## src/verilog/pd_seq_pkg.sv

```systemverilog
// Shared constants, field layouts and state codes for the power-down strobe timer.
package pd_seq_pkg;

    // Register offsets on the register port.
    localparam logic [7:0] ORDER_CFG_ADDR = 8'h0B;
    localparam logic [7:0] DELAY_CFG_ADDR = 8'h0C;

    // Reset values of the two registers.
    localparam logic [7:0] ORDER_CFG_RESET = 8'h1E;
    localparam logic [7:0] DELAY_CFG_RESET = 8'hE4;

    // Layout of the delay register, most significant field first.
    typedef struct packed {
        logic [1:0] gap_third_to_fourth;
        logic [1:0] gap_second_to_third;
        logic [1:0] gap_first_to_second;
        logic gap_wake_to_first;
        logic gap_scale_select;
    } delay_cfg_t;

    // Layout of the order register, one 2-bit strobe select per rail.
    typedef struct packed {
        logic [1:0] gate_high_pump_off_order;
        logic [1:0] pos_regulator_off_order;
        logic [1:0] gate_low_pump_off_order;
        logic [1:0] neg_regulator_off_order;
    } order_cfg_t;

    // Sequencer states.
    typedef enum logic [1:0] {
        SEQ_IDLE = 2'b00,
        SEQ_RUN = 2'b01,
        SEQ_DONE = 2'b10
    } seq_state_t;

    // Counts of rails and strobes.
    localparam int NUM_RAILS = 4;
    localparam int NUM_STEPS = 4;

    // Width of a delay expressed in milliseconds; the longest is 48 ms times 16.
    localparam int MS_W = 10;

    // Delay figures in milliseconds.
    localparam logic [MS_W-1:0] GAP_BASE_MS = 10'h006;
    localparam logic [MS_W-1:0] FIRST_SHORT_MS = 10'h003;
    localparam logic [MS_W-1:0] FIRST_LONG_MS = 10'h006;
    localparam int SCALE_SHIFT = 4;

    // Clock period and one millisecond, both in nanoseconds.
    localparam int CLK_PERIOD_NS = 25;
    localparam int MS_NS = 1000000;

    // Clock cycles in one millisecond, rounded up.
    localparam int MS_CYCLES_DEFAULT = (MS_NS + CLK_PERIOD_NS - 1) / CLK_PERIOD_NS;

endpackage : pd_seq_pkg

```

## src/verilog/power_down_strobe_timing.sv

```systemverilog
// Power-down strobe sequencer: wake pin watch, gap timing, strobes and rail shut-off.
`timescale 1ns/100ps
// Functional notes
// RL1 - third-to-fourth gap: 6, 12, 24, 48 ms
// RL2 - second-to-third gap: 6, 12, 24, 48 ms
// RL3 - first-to-second gap: 6, 12, 24, 48 ms
// RL4 - first strobe 3 or 6 ms after wake low
// RL5 - later gaps scaled by 1 or 16
// RL6 - each rail off on its selected strobe
// RL7 - strobes ascend; restart only on new wake fall
module power_down_strobe_timing
    import pd_seq_pkg::*;
#(
    parameter int MS_CYCLES = MS_CYCLES_DEFAULT
)(
    input wire logic mclk_i,
    input wire logic rstn_i,
    input wire logic wake_request_pin_i,
    input wire logic [7:0] reg_addr_i,
    input wire logic reg_wr_i,
    input wire logic reg_rd_i,
    input wire logic [7:0] reg_wdata_i,
    output logic [7:0] reg_rdata_o,
    output logic step_one_pulse_o,
    output logic step_two_pulse_o,
    output logic step_three_pulse_o,
    output logic step_four_pulse_o,
    output logic [NUM_RAILS-1:0] rail_off_o,
    output logic seq_busy_o
);

    // Configuration registers.
    delay_cfg_t power_down_delay_config;
    delay_cfg_t next_delay_cfg;
    order_cfg_t power_down_order_config;
    order_cfg_t next_order_cfg;
    logic [7:0] next_rdata;

    // Wake pin synchroniser and edge history.
    logic wake_meta;
    logic wake_sync;
    logic wake_prev;
    logic wake_fall;
    logic wake_rise;

    // Sequencer state.
    seq_state_t state;
    seq_state_t next_state;
    logic [1:0] idx;
    logic [1:0] next_idx;
    logic [NUM_STEPS-1:0] step_pulse;
    logic [NUM_STEPS-1:0] next_step_pulse;
    logic [NUM_RAILS-1:0] next_rail_off;
    logic [NUM_RAILS-1:0] rail_hit;
    logic [1:0] rail_order [NUM_RAILS];

    // Timer handshake.
    logic timer_load;
    logic [MS_W-1:0] load_ms;
    logic timer_done;
    logic step_fire;

    // Length of a later gap in ms from its code and the scale bit.
    function automatic logic [MS_W-1:0] gap_ms(input logic [1:0] code, input logic scale);
        logic [MS_W-1:0] base;
        base = GAP_BASE_MS << code;
        gap_ms = scale ? (base << SCALE_SHIFT) : base;
    endfunction : gap_ms

    // Register writes and registered read data; unmapped reads return zero.
    always_comb
    begin
        next_delay_cfg = power_down_delay_config;
        next_order_cfg = power_down_order_config;
        next_rdata = reg_rdata_o;
        if (reg_wr_i && reg_addr_i == DELAY_CFG_ADDR)
        begin
            next_delay_cfg = delay_cfg_t'(reg_wdata_i);
        end
        if (reg_wr_i && reg_addr_i == ORDER_CFG_ADDR)
        begin
            next_order_cfg = order_cfg_t'(reg_wdata_i);
        end
        if (reg_rd_i)
        begin
            unique case (reg_addr_i)
                DELAY_CFG_ADDR: next_rdata = power_down_delay_config;
                ORDER_CFG_ADDR: next_rdata = power_down_order_config;
                default: next_rdata = 8'h00;
            endcase
        end
    end

    // Register file storage.
    always_ff @(posedge mclk_i or negedge rstn_i)
    begin
        if (!rstn_i)
        begin
            power_down_delay_config <= delay_cfg_t'(DELAY_CFG_RESET);
            power_down_order_config <= order_cfg_t'(ORDER_CFG_RESET);
            reg_rdata_o <= 8'h00;
        end
        else
        begin
            power_down_delay_config <= next_delay_cfg;
            power_down_order_config <= next_order_cfg;
            reg_rdata_o <= next_rdata;
        end
    end

    // Two-flop synchroniser on the wake pin, then a third flop for edges.
    always_ff @(posedge mclk_i or negedge rstn_i)
    begin
        if (!rstn_i)
        begin
            wake_meta <= 1'b0;
            wake_sync <= 1'b0;
            wake_prev <= 1'b0;
        end
        else
        begin
            wake_meta <= wake_request_pin_i;
            wake_sync <= wake_meta;
            wake_prev <= wake_sync;
        end
    end

    // Edges are taken only from the synchronised copies.
    assign wake_fall = wake_prev && !wake_sync;
    assign wake_rise = wake_sync && !wake_prev;

    // Per-rail strobe selects, unpacked in rail order from the top field down.
    assign rail_order[3] = power_down_order_config.gate_high_pump_off_order;
    assign rail_order[2] = power_down_order_config.pos_regulator_off_order;
    assign rail_order[1] = power_down_order_config.gate_low_pump_off_order;
    assign rail_order[0] = power_down_order_config.neg_regulator_off_order;

    // A strobe is issued when the running gap expires.
    assign step_fire = timer_done && state == SEQ_RUN;

    // Rail hit detection, one comparator per rail.
    for (genvar r = 0; r < NUM_RAILS; r++)
    begin : g_rail
        // RL6 rail off match
        assign rail_hit[r] = step_fire && idx == rail_order[r];
    end

    // Sequencer next state: which gap to load, which strobe to fire.
    always_comb
    begin
        next_state = state;
        next_idx = idx;
        next_step_pulse = '0;
        next_rail_off = rail_off_o;
        timer_load = 1'b0;
        load_ms = '0;
        if (wake_rise)
        begin
            // Wake high again cancels the sequence and lets the rails back on.
            next_state = SEQ_IDLE;
            next_idx = 2'h0;
            next_rail_off = '0;
        end
        else if (wake_fall)
        begin
            // RL4 first gap select
            timer_load = 1'b1;
            load_ms = power_down_delay_config.gap_wake_to_first ? FIRST_LONG_MS : FIRST_SHORT_MS;
            next_state = SEQ_RUN;
            next_idx = 2'h0;
        end
        else
        begin
            unique case (state)
                SEQ_IDLE, SEQ_DONE:
                begin
                    // Waiting for the next wake fall.
                    next_idx = idx;
                end
                SEQ_RUN:
                begin
                    if (step_fire)
                    begin
                        // RL7 ascending strobe order
                        next_step_pulse = NUM_STEPS'(1) << idx;
                        next_rail_off = rail_off_o | rail_hit;
                        if (idx == 2'h3)
                        begin
                            next_state = SEQ_DONE;
                        end
                        else
                        begin
                            next_idx = idx + 2'h1;
                            timer_load = 1'b1;
                            // RL5 scale on later gaps
                            unique case (idx)
                                // RL3 first-to-second gap
                                2'h0: load_ms = gap_ms(power_down_delay_config.gap_first_to_second,
                                                       power_down_delay_config.gap_scale_select);
                                // RL2 second-to-third gap
                                2'h1: load_ms = gap_ms(power_down_delay_config.gap_second_to_third,
                                                       power_down_delay_config.gap_scale_select);
                                // RL1 third-to-fourth gap
                                default: load_ms = gap_ms(power_down_delay_config.gap_third_to_fourth,
                                                          power_down_delay_config.gap_scale_select);
                            endcase
                        end
                    end
                end
                default:
                begin
                    next_state = SEQ_IDLE;
                end
            endcase
        end
    end

    // Sequencer registers.
    always_ff @(posedge mclk_i or negedge rstn_i)
    begin
        if (!rstn_i)
        begin
            state <= SEQ_IDLE;
            idx <= 2'h0;
            step_pulse <= '0;
            rail_off_o <= '0;
        end
        else
        begin
            state <= next_state;
            idx <= next_idx;
            step_pulse <= next_step_pulse;
            rail_off_o <= next_rail_off;
        end
    end

    // Single timebase for every gap.
    gap_timer #(
        .MS_CYCLES(MS_CYCLES)
    ) u_gap_timer (
        .mclk_i(mclk_i),
        .rstn_i(rstn_i),
        .load_i(timer_load),
        .load_ms_i(load_ms),
        .abort_i(wake_rise),
        .done_o(timer_done)
    );

    // Strobe outputs and busy flag.
    assign step_one_pulse_o = step_pulse[0];
    assign step_two_pulse_o = step_pulse[1];
    assign step_three_pulse_o = step_pulse[2];
    assign step_four_pulse_o = step_pulse[3];
    assign seq_busy_o = (state == SEQ_RUN);

    // Expected next strobe, tracked for the ordering check.
    logic [NUM_STEPS-1:0] expect_mask;
    always_ff @(posedge mclk_i or negedge rstn_i)
    begin
        if (!rstn_i)
            expect_mask <= 4'h1;
        else if (wake_fall)
            expect_mask <= 4'h1;
        else if (step_pulse != '0)
            expect_mask <= step_pulse << 1;
    end

    a_first_gap: assert property (@(posedge mclk_i) disable iff (!rstn_i) // RL4
        wake_fall |-> load_ms == (power_down_delay_config.gap_wake_to_first ? 10'h006 : 10'h003))
        else $error("first gap length wrong");

    a_gap_second: assert property (@(posedge mclk_i) disable iff (!rstn_i) // RL3
        (step_fire && idx == 2'h0 && !wake_rise && !power_down_delay_config.gap_scale_select)
        |-> timer_load && load_ms == (10'h006 << power_down_delay_config.gap_first_to_second))
        else $error("first-to-second gap wrong");

    a_gap_third: assert property (@(posedge mclk_i) disable iff (!rstn_i) // RL2
        (step_fire && idx == 2'h1 && !wake_rise && !power_down_delay_config.gap_scale_select)
        |-> load_ms == (10'h006 << power_down_delay_config.gap_second_to_third))
        else $error("second-to-third gap wrong");

    a_gap_fourth: assert property (@(posedge mclk_i) disable iff (!rstn_i) // RL1
        (step_fire && idx == 2'h2 && !wake_rise && !power_down_delay_config.gap_scale_select)
        |-> load_ms == (10'h006 << power_down_delay_config.gap_third_to_fourth))
        else $error("third-to-fourth gap wrong");

    a_gap_scaled: assert property (@(posedge mclk_i) disable iff (!rstn_i) // RL5
        (timer_load && !wake_fall && power_down_delay_config.gap_scale_select)
        |-> load_ms[3:0] == 4'h0 && load_ms >= 10'h060)
        else $error("later gap not scaled by sixteen");

    a_rail_off: assert property (@(posedge mclk_i) disable iff (!rstn_i) // RL6
        (rail_off_o[3] && !$past(rail_off_o[3])) |-> step_pulse[$past(rail_order[3])])
        else $error("rail switched off on wrong strobe");

    a_step_order: assert property (@(posedge mclk_i) disable iff (!rstn_i) // RL7
        (step_pulse != '0) |-> step_pulse == expect_mask ##1 (step_pulse == '0))
        else $error("strobe out of order");

endmodule : power_down_strobe_timing

```

## src/verilog/gap_timer.sv

```systemverilog
// Millisecond timebase and down counter that times one gap between strobes.
`timescale 1ns/100ps
module gap_timer
    import pd_seq_pkg::*;
#(
    parameter int MS_CYCLES = MS_CYCLES_DEFAULT
)(
    input wire logic mclk_i,
    input wire logic rstn_i,
    input wire logic load_i,
    input wire logic [MS_W-1:0] load_ms_i,
    input wire logic abort_i,
    output logic done_o
);

    // The prescaler needs at least one cycle per millisecond.
    if (MS_CYCLES < 1)
    begin : g_bad_ms
        $error("gap_timer: MS_CYCLES must be at least one");
    end

    // Prescaler position inside the current millisecond.
    logic [31:0] pre;
    logic [31:0] next_pre;
    // Whole milliseconds left; zero means idle.
    logic [MS_W-1:0] ms_left;
    logic [MS_W-1:0] next_ms_left;
    // One-cycle pulse when the gap has run out.
    logic next_done;
    // Prescaler wraps on this cycle.
    logic ms_tick;

    // Next-state logic: a load restarts the millisecond grid so the gap is exact.
    always_comb
    begin
        ms_tick = (pre == 32'(MS_CYCLES - 1));
        next_pre = pre;
        next_ms_left = ms_left;
        next_done = 1'b0;
        if (abort_i)
        begin
            // Abort drops any gap in flight.
            next_pre = 32'h00000000;
            next_ms_left = '0;
        end
        else if (load_i)
        begin
            next_pre = 32'h00000000;
            next_ms_left = load_ms_i;
        end
        else if (ms_left != '0)
        begin
            // Count cycles, then milliseconds.
            next_pre = ms_tick ? 32'h00000000 : pre + 32'h00000001;
            if (ms_tick)
            begin
                next_ms_left = ms_left - 1'b1;
                next_done = (ms_left == MS_W'(1));
            end
        end
    end

    // Registers of the timer.
    always_ff @(posedge mclk_i or negedge rstn_i)
    begin
        if (!rstn_i)
        begin
            pre <= 32'h00000000;
            ms_left <= '0;
            done_o <= 1'b0;
        end
        else
        begin
            pre <= next_pre;
            ms_left <= next_ms_left;
            done_o <= next_done;
        end
    end

endmodule : gap_timer

```

## config.mk

```make
export PLATFORM = sky130hd
export DESIGN_NAME = power_down_strobe_timing
export DESIGN_NICKNAME = d
export VERILOG_FILES = /design/src/verilog/pd_seq_pkg.sv /design/src/verilog/power_down_strobe_timing.sv /design/src/verilog/gap_timer.sv
export SDC_FILE = /design/constraint.sdc
export NUM_CORES = 1
export LEC_CHECK = 0
export BUFFER_PORTS_ARGS = -buffer_cell sky130_fd_sc_hd__buf_2
export CAP_MARGIN = 30
export CORE_ASPECT_RATIO = 1.25
export CORE_MARGIN = 8
export CORE_UTILIZATION = 50
export DETAILED_ROUTE_END_ITERATION = 12
export PLACE_DENSITY = 0.67
export SLEW_MARGIN = 15
export SYNTH_ARGS = -nofsm -noshare
export SYNTH_HDL_FRONTEND = slang
export SYNTH_SLANG_ARGS = --single-unit
export TNS_END_PERCENT = 30
```

## constraint.sdc

```tcl
create_clock -name mclk_i -period 6.2 [get_ports mclk_i]
set_input_delay 1.55 -clock mclk_i [delete_from_list [all_inputs] [get_ports mclk_i]]
set_output_delay 1.55 -clock mclk_i [all_outputs]
set_load 0.01 [all_outputs]
```

==> key figures <==
Timing
  • Final Max Tran Viols: 0
  • Worst Max-Slew Pin Slew: 0.866 ns
  • Unrepaired setup endpoints after global routing: no
  • Max_slew headroom: 0.421
  • Final hold vios: 0
  • Min cycle time layout: 3.21 ns
  • Sum of negative setup slack: 0 ns
  • Final period utilization: 0.517
  • Setup-failing EPs final: 0
  • Clk_skew: 0.00465 ns
  • F_max: between 0.3 and 0.4 GHz

Clock network
  • Root Buffer: clkbuf_16
  • Cts bufs inserted: 9
  • H-tree depth reported by CTS: 3
  • Post-CTS Resized: 0
  • CTS tree: built
  • CTS Buffer Depth: 2
  • CTS clock-pin slew for the worst setup and hold paths: approximately 0.060 ns
  • Setup bufs post-CTS: 0
  • Clock Latency Late Sink: 0.34 ns
  • Clock Sinks: just over 80
  • Hold-fix buffers at CTS: 0

Setup path
  • Critical Path End Type: flop
  • R2r endpoint: u_gap_timer.ms_left[1]$_DFFE_PN0P_
  • Setup crit start: reg_addr_i[5]
  • Worst EP arrival: 3.43 ns
  • R2R cell count: 6
  • Slowest cell on crit path: nor4b_2
  • Cell Chain, Critical Path: buf_2 -> nor4_1 -> nand2_1 -> nor4b_2 -> nand2_2 -> mux2_2
  • R2R setup slack: 3.26 ns
  • CP Depth: 6
  • Critical Path RT: approximately 6.4 ns
  • Setup crit start kind: input pin
  • Critical Path Max Stage Delay: 0.74 ns
  • Worst path top cell family by delay: simple AND/OR/NAND/NOR gates
  • Reg2reg start: u_gap_timer.ms_left[4]$_DFFE_PN0P_
  • CP Capture Point: power_down_delay_config[0]$_DFFE_PN0P_
  • Worst-path fanout max: 9
  • Setup CP Type: input pin to flop
  • WP buf/inv: 1

Route
  • Vias post-DR: between 3000 and 4000
  • Drt total wl: 11900 µm
  • WL/cell: about 19 µm
  • First-pass detailed-route iteration total: 4
  • Post-DR vias/cell: between 6 and 7
  • Final ANT Viol Nets: 0
  • Post-route DRC: 0
  • First-iteration detailed-routing DRC count: about 210

Final layout
  • Most frequent cells in the layout: dfrtp_1 (74), nor2_1 (48), buf_2 (36)
  • Antenna Cells: 0
  • Fillers: 827
  • Share of post-route cells with drive strength above 1: 0.182
  • P&R area growth vs syn: 12.2%
  • Post-route cell area: ~5300 µm²
  • Reg area: just over 2000 µm²
  • Commonest non-fill, non-tap cell in the layout: dfrtp_1
  • Nets: 542
  • Multi-input gate area: about 2500 µm²

Global route
  • First-pass GRT wire length: 19700 µm
  • Initial antenna violation count: 0
  • GRT overflow: 0
  • Vias in the first global route: ~4000
  • Pin count of the biggest net entering global routing: 44
  • GR Util All Layers: 0.197

Run
  • Max-cap violation count: 0

Outcome
  • Status: finished clean

Floorplan
  • Die area: 12800 µm²
  • Top Ports: 38
  • Die height: 125 µm
  • # rows: 39
  • Initial Util: 0.514
  • Core area: approximately 9200 µm²
  • Die width: ~100 µm

Synthesis
  • Synthesized area: 4710 µm²
  • Async SR Flop Fraction: 1.00
  • Register bit total from synthesis: 82
  • Register area share after synthesis: 0.437
  • Post-synthesis area per instance: 9.80 µm²
  • Dominant synthesized flop cell: dfrtp_1
  • Synth warnings: 0
  • Post-Synthesis Cells: 481
  • Syn nets: 516
  • EDFF count, synth: 0
  • Synth cell types: a little over 60

Placement
  • Detailed placer's ending HPWL: approximately 8600 µm
  • Placed cell area: 4980 µm²
  • GPL Wtd Cong: 0.859
  • PortBufs: 37

Power and ir drop
  • Max rail drop VDD: 0.143 mV
  • Static Leakage: 2.23 nW
  • Cell Pwr Density: between 200 and 300 nW/µm²
  • Overall power: 1.34 mW

Hold path
  • Hold Crit Class: flop to flop
## how the worst min path moves through the flow
| stage | startpoint | end | slack (ns) | cells past startpoint |
|---|---|---|---|---|
| floorplan | wake_meta$_DFF_PN0_ | wake_sync$_DFF_PN0_ | 0.33 | 0 |
| global placement | wake_meta$_DFF_PN0_ | wake_sync$_DFF_PN0_ | 0.35 | 0 |
| detailed placement | wake_meta$_DFF_PN0_ | wake_sync$_DFF_PN0_ | 0.34 | 0 |
| CTS | wake_meta$_DFF_PN0_ | wake_sync$_DFF_PN0_ | 0.36 | 0 |
| global route | wake_meta$_DFF_PN0_ | wake_sync$_DFF_PN0_ | 0.37 | 0 |
| finish | wake_meta$_DFF_PN0_ | wake_sync$_DFF_PN0_ | 0.36 | 0 |
## Yosys cell counts, types with 2 or more instances
cell | count | area share
a41oi_1 | 2 | 0.0037
clkbuf_1 | 15 | 0.012
mux2i_1 | 3 | 0.0064
or3_1 | 6 | 0.0080
nor3_1 | 4 | 0.0042
a22oi_1 | 11 | 0.018
nor4_2 | 2 | 0.0053
nand2b_1 | 4 | 0.0053
nand2_1 | 31 | 0.025
a31oi_1 | 11 | 0.015
maj3_1 | 2 | 0.0042
and2_1 | 6 | 0.0080
xnor2_1 | 23 | 0.043
o211ai_1 | 12 | 0.019
dfstp_2 | 8 | 0.045
nand4_1 | 23 | 0.031
and3_1 | 10 | 0.013
dfrtp_1 | 74 | 0.39
a21oi_1 | 20 | 0.021
and4_1 | 6 | 0.011
nor2b_1 | 2 | 0.0027
or4_1 | 5 | 0.0080
o2111ai_1 | 5 | 0.0093
o21ai_0 | 3 | 0.0032
o311ai_0 | 2 | 0.0037
a211oi_1 | 5 | 0.0080
buf_2 | 9 | 0.0096
nor4_4 | 2 | 0.0090
inv_1 | 18 | 0.014
nor4_1 | 14 | 0.019
ha_1 | 14 | 0.037
a32o_1 | 3 | 0.0064
nor2_1 | 49 | 0.039
o31ai_1 | 4 | 0.0064
mux2_2 | 18 | 0.043
o31a_1 | 2 | 0.0037
xor2_1 | 8 | 0.015
nand3_1 | 19 | 0.020
a21boi_0 | 2 | 0.0032
nor4bb_1 | 2 | 0.0042
## registers in the layout, summed over array words and instances, names as in the netlist
register / count
u_gap_timer.ms_left: 10
state: 2
u_gap_timer.pre: 32
wake_sync: 1
idx: 2
power_down_order_config: 8
u_gap_timer.done_o: 1
reg_rdata_o: 8
rail_off_o: 4
step_pulse: 4
power_down_delay_config: 8
wake_prev: 1
wake_meta: 1
## kinds of logic (layout without fill, tap and decap cells)
| kind of cell | after synthesis | count (layout) | synth area share |
|---|---|---|---|
| compound gates | 93 | 93 | 0.144 |
| simple gates | 194 | 194 | 0.231 |
| flops | 82 | 82 | 0.437 |
| mux | 21 | 21 | 0.0494 |
| fa+ha+maj | 16 | 16 | 0.0414 |
| buf+inv | 44 | 75 | 0.0390 |
| xor+xnor | 31 | 31 | 0.0576 |
## report_power, final
group          leakage (nW)  internal, mW  switching (mW)  total, mW
Clock                 0.147         0.334           0.204      0.538
Combinational         0.999        0.0741           0.134      0.208
Sequential             1.09         0.563          0.0304      0.593
## layer usage
metal	vias up	global-route usage	wire length, µm
met1	1928	0.224	4790
li1	1842	-	-
met5	-	0	0
met2	97	0.338	6410
met4	0	0.0880	299
met3	22	0.0425	454
## through the flow
| step | std cells | util | worst slack [ns] | hold slack (ns) |
|---|---|---|---|---|
| floorplan | 481 | - | 3.05 | 0.331 |
| global placement | 617 | 0.540 | 2.82 | 0.345 |
| detailed placement | 618 | 0.543 | 2.69 | 0.344 |
| CTS | 634 | 0.575 | 2.94 | 0.358 |
| global route | 635 | 0.576 | 2.89 | 0.373 |
| finish | 635 | 0.576 | 2.99 | 0.357 |
## layout make-up
class,count,area share
Sequential cell,82,0.390
Multi-Input combinational cell,355,0.467
Clock buffer,14,0.0499
Timing Repair Buffer,41,0.0442
Tap cell,123,0.0291
Inverter,18,0.0128
Clock inverter,2,0.00663
## worst reg2reg max path, stage by stage, from the launching register on
cell and delay [ns]:
dfrtp_1 0.44, nor3_1 0.45, and4_1 0.68, or3_1 0.37, nand2_1 0.31, buf_6 0.30, mux2_2 0.28
Power figures use the tool's default switching activity.
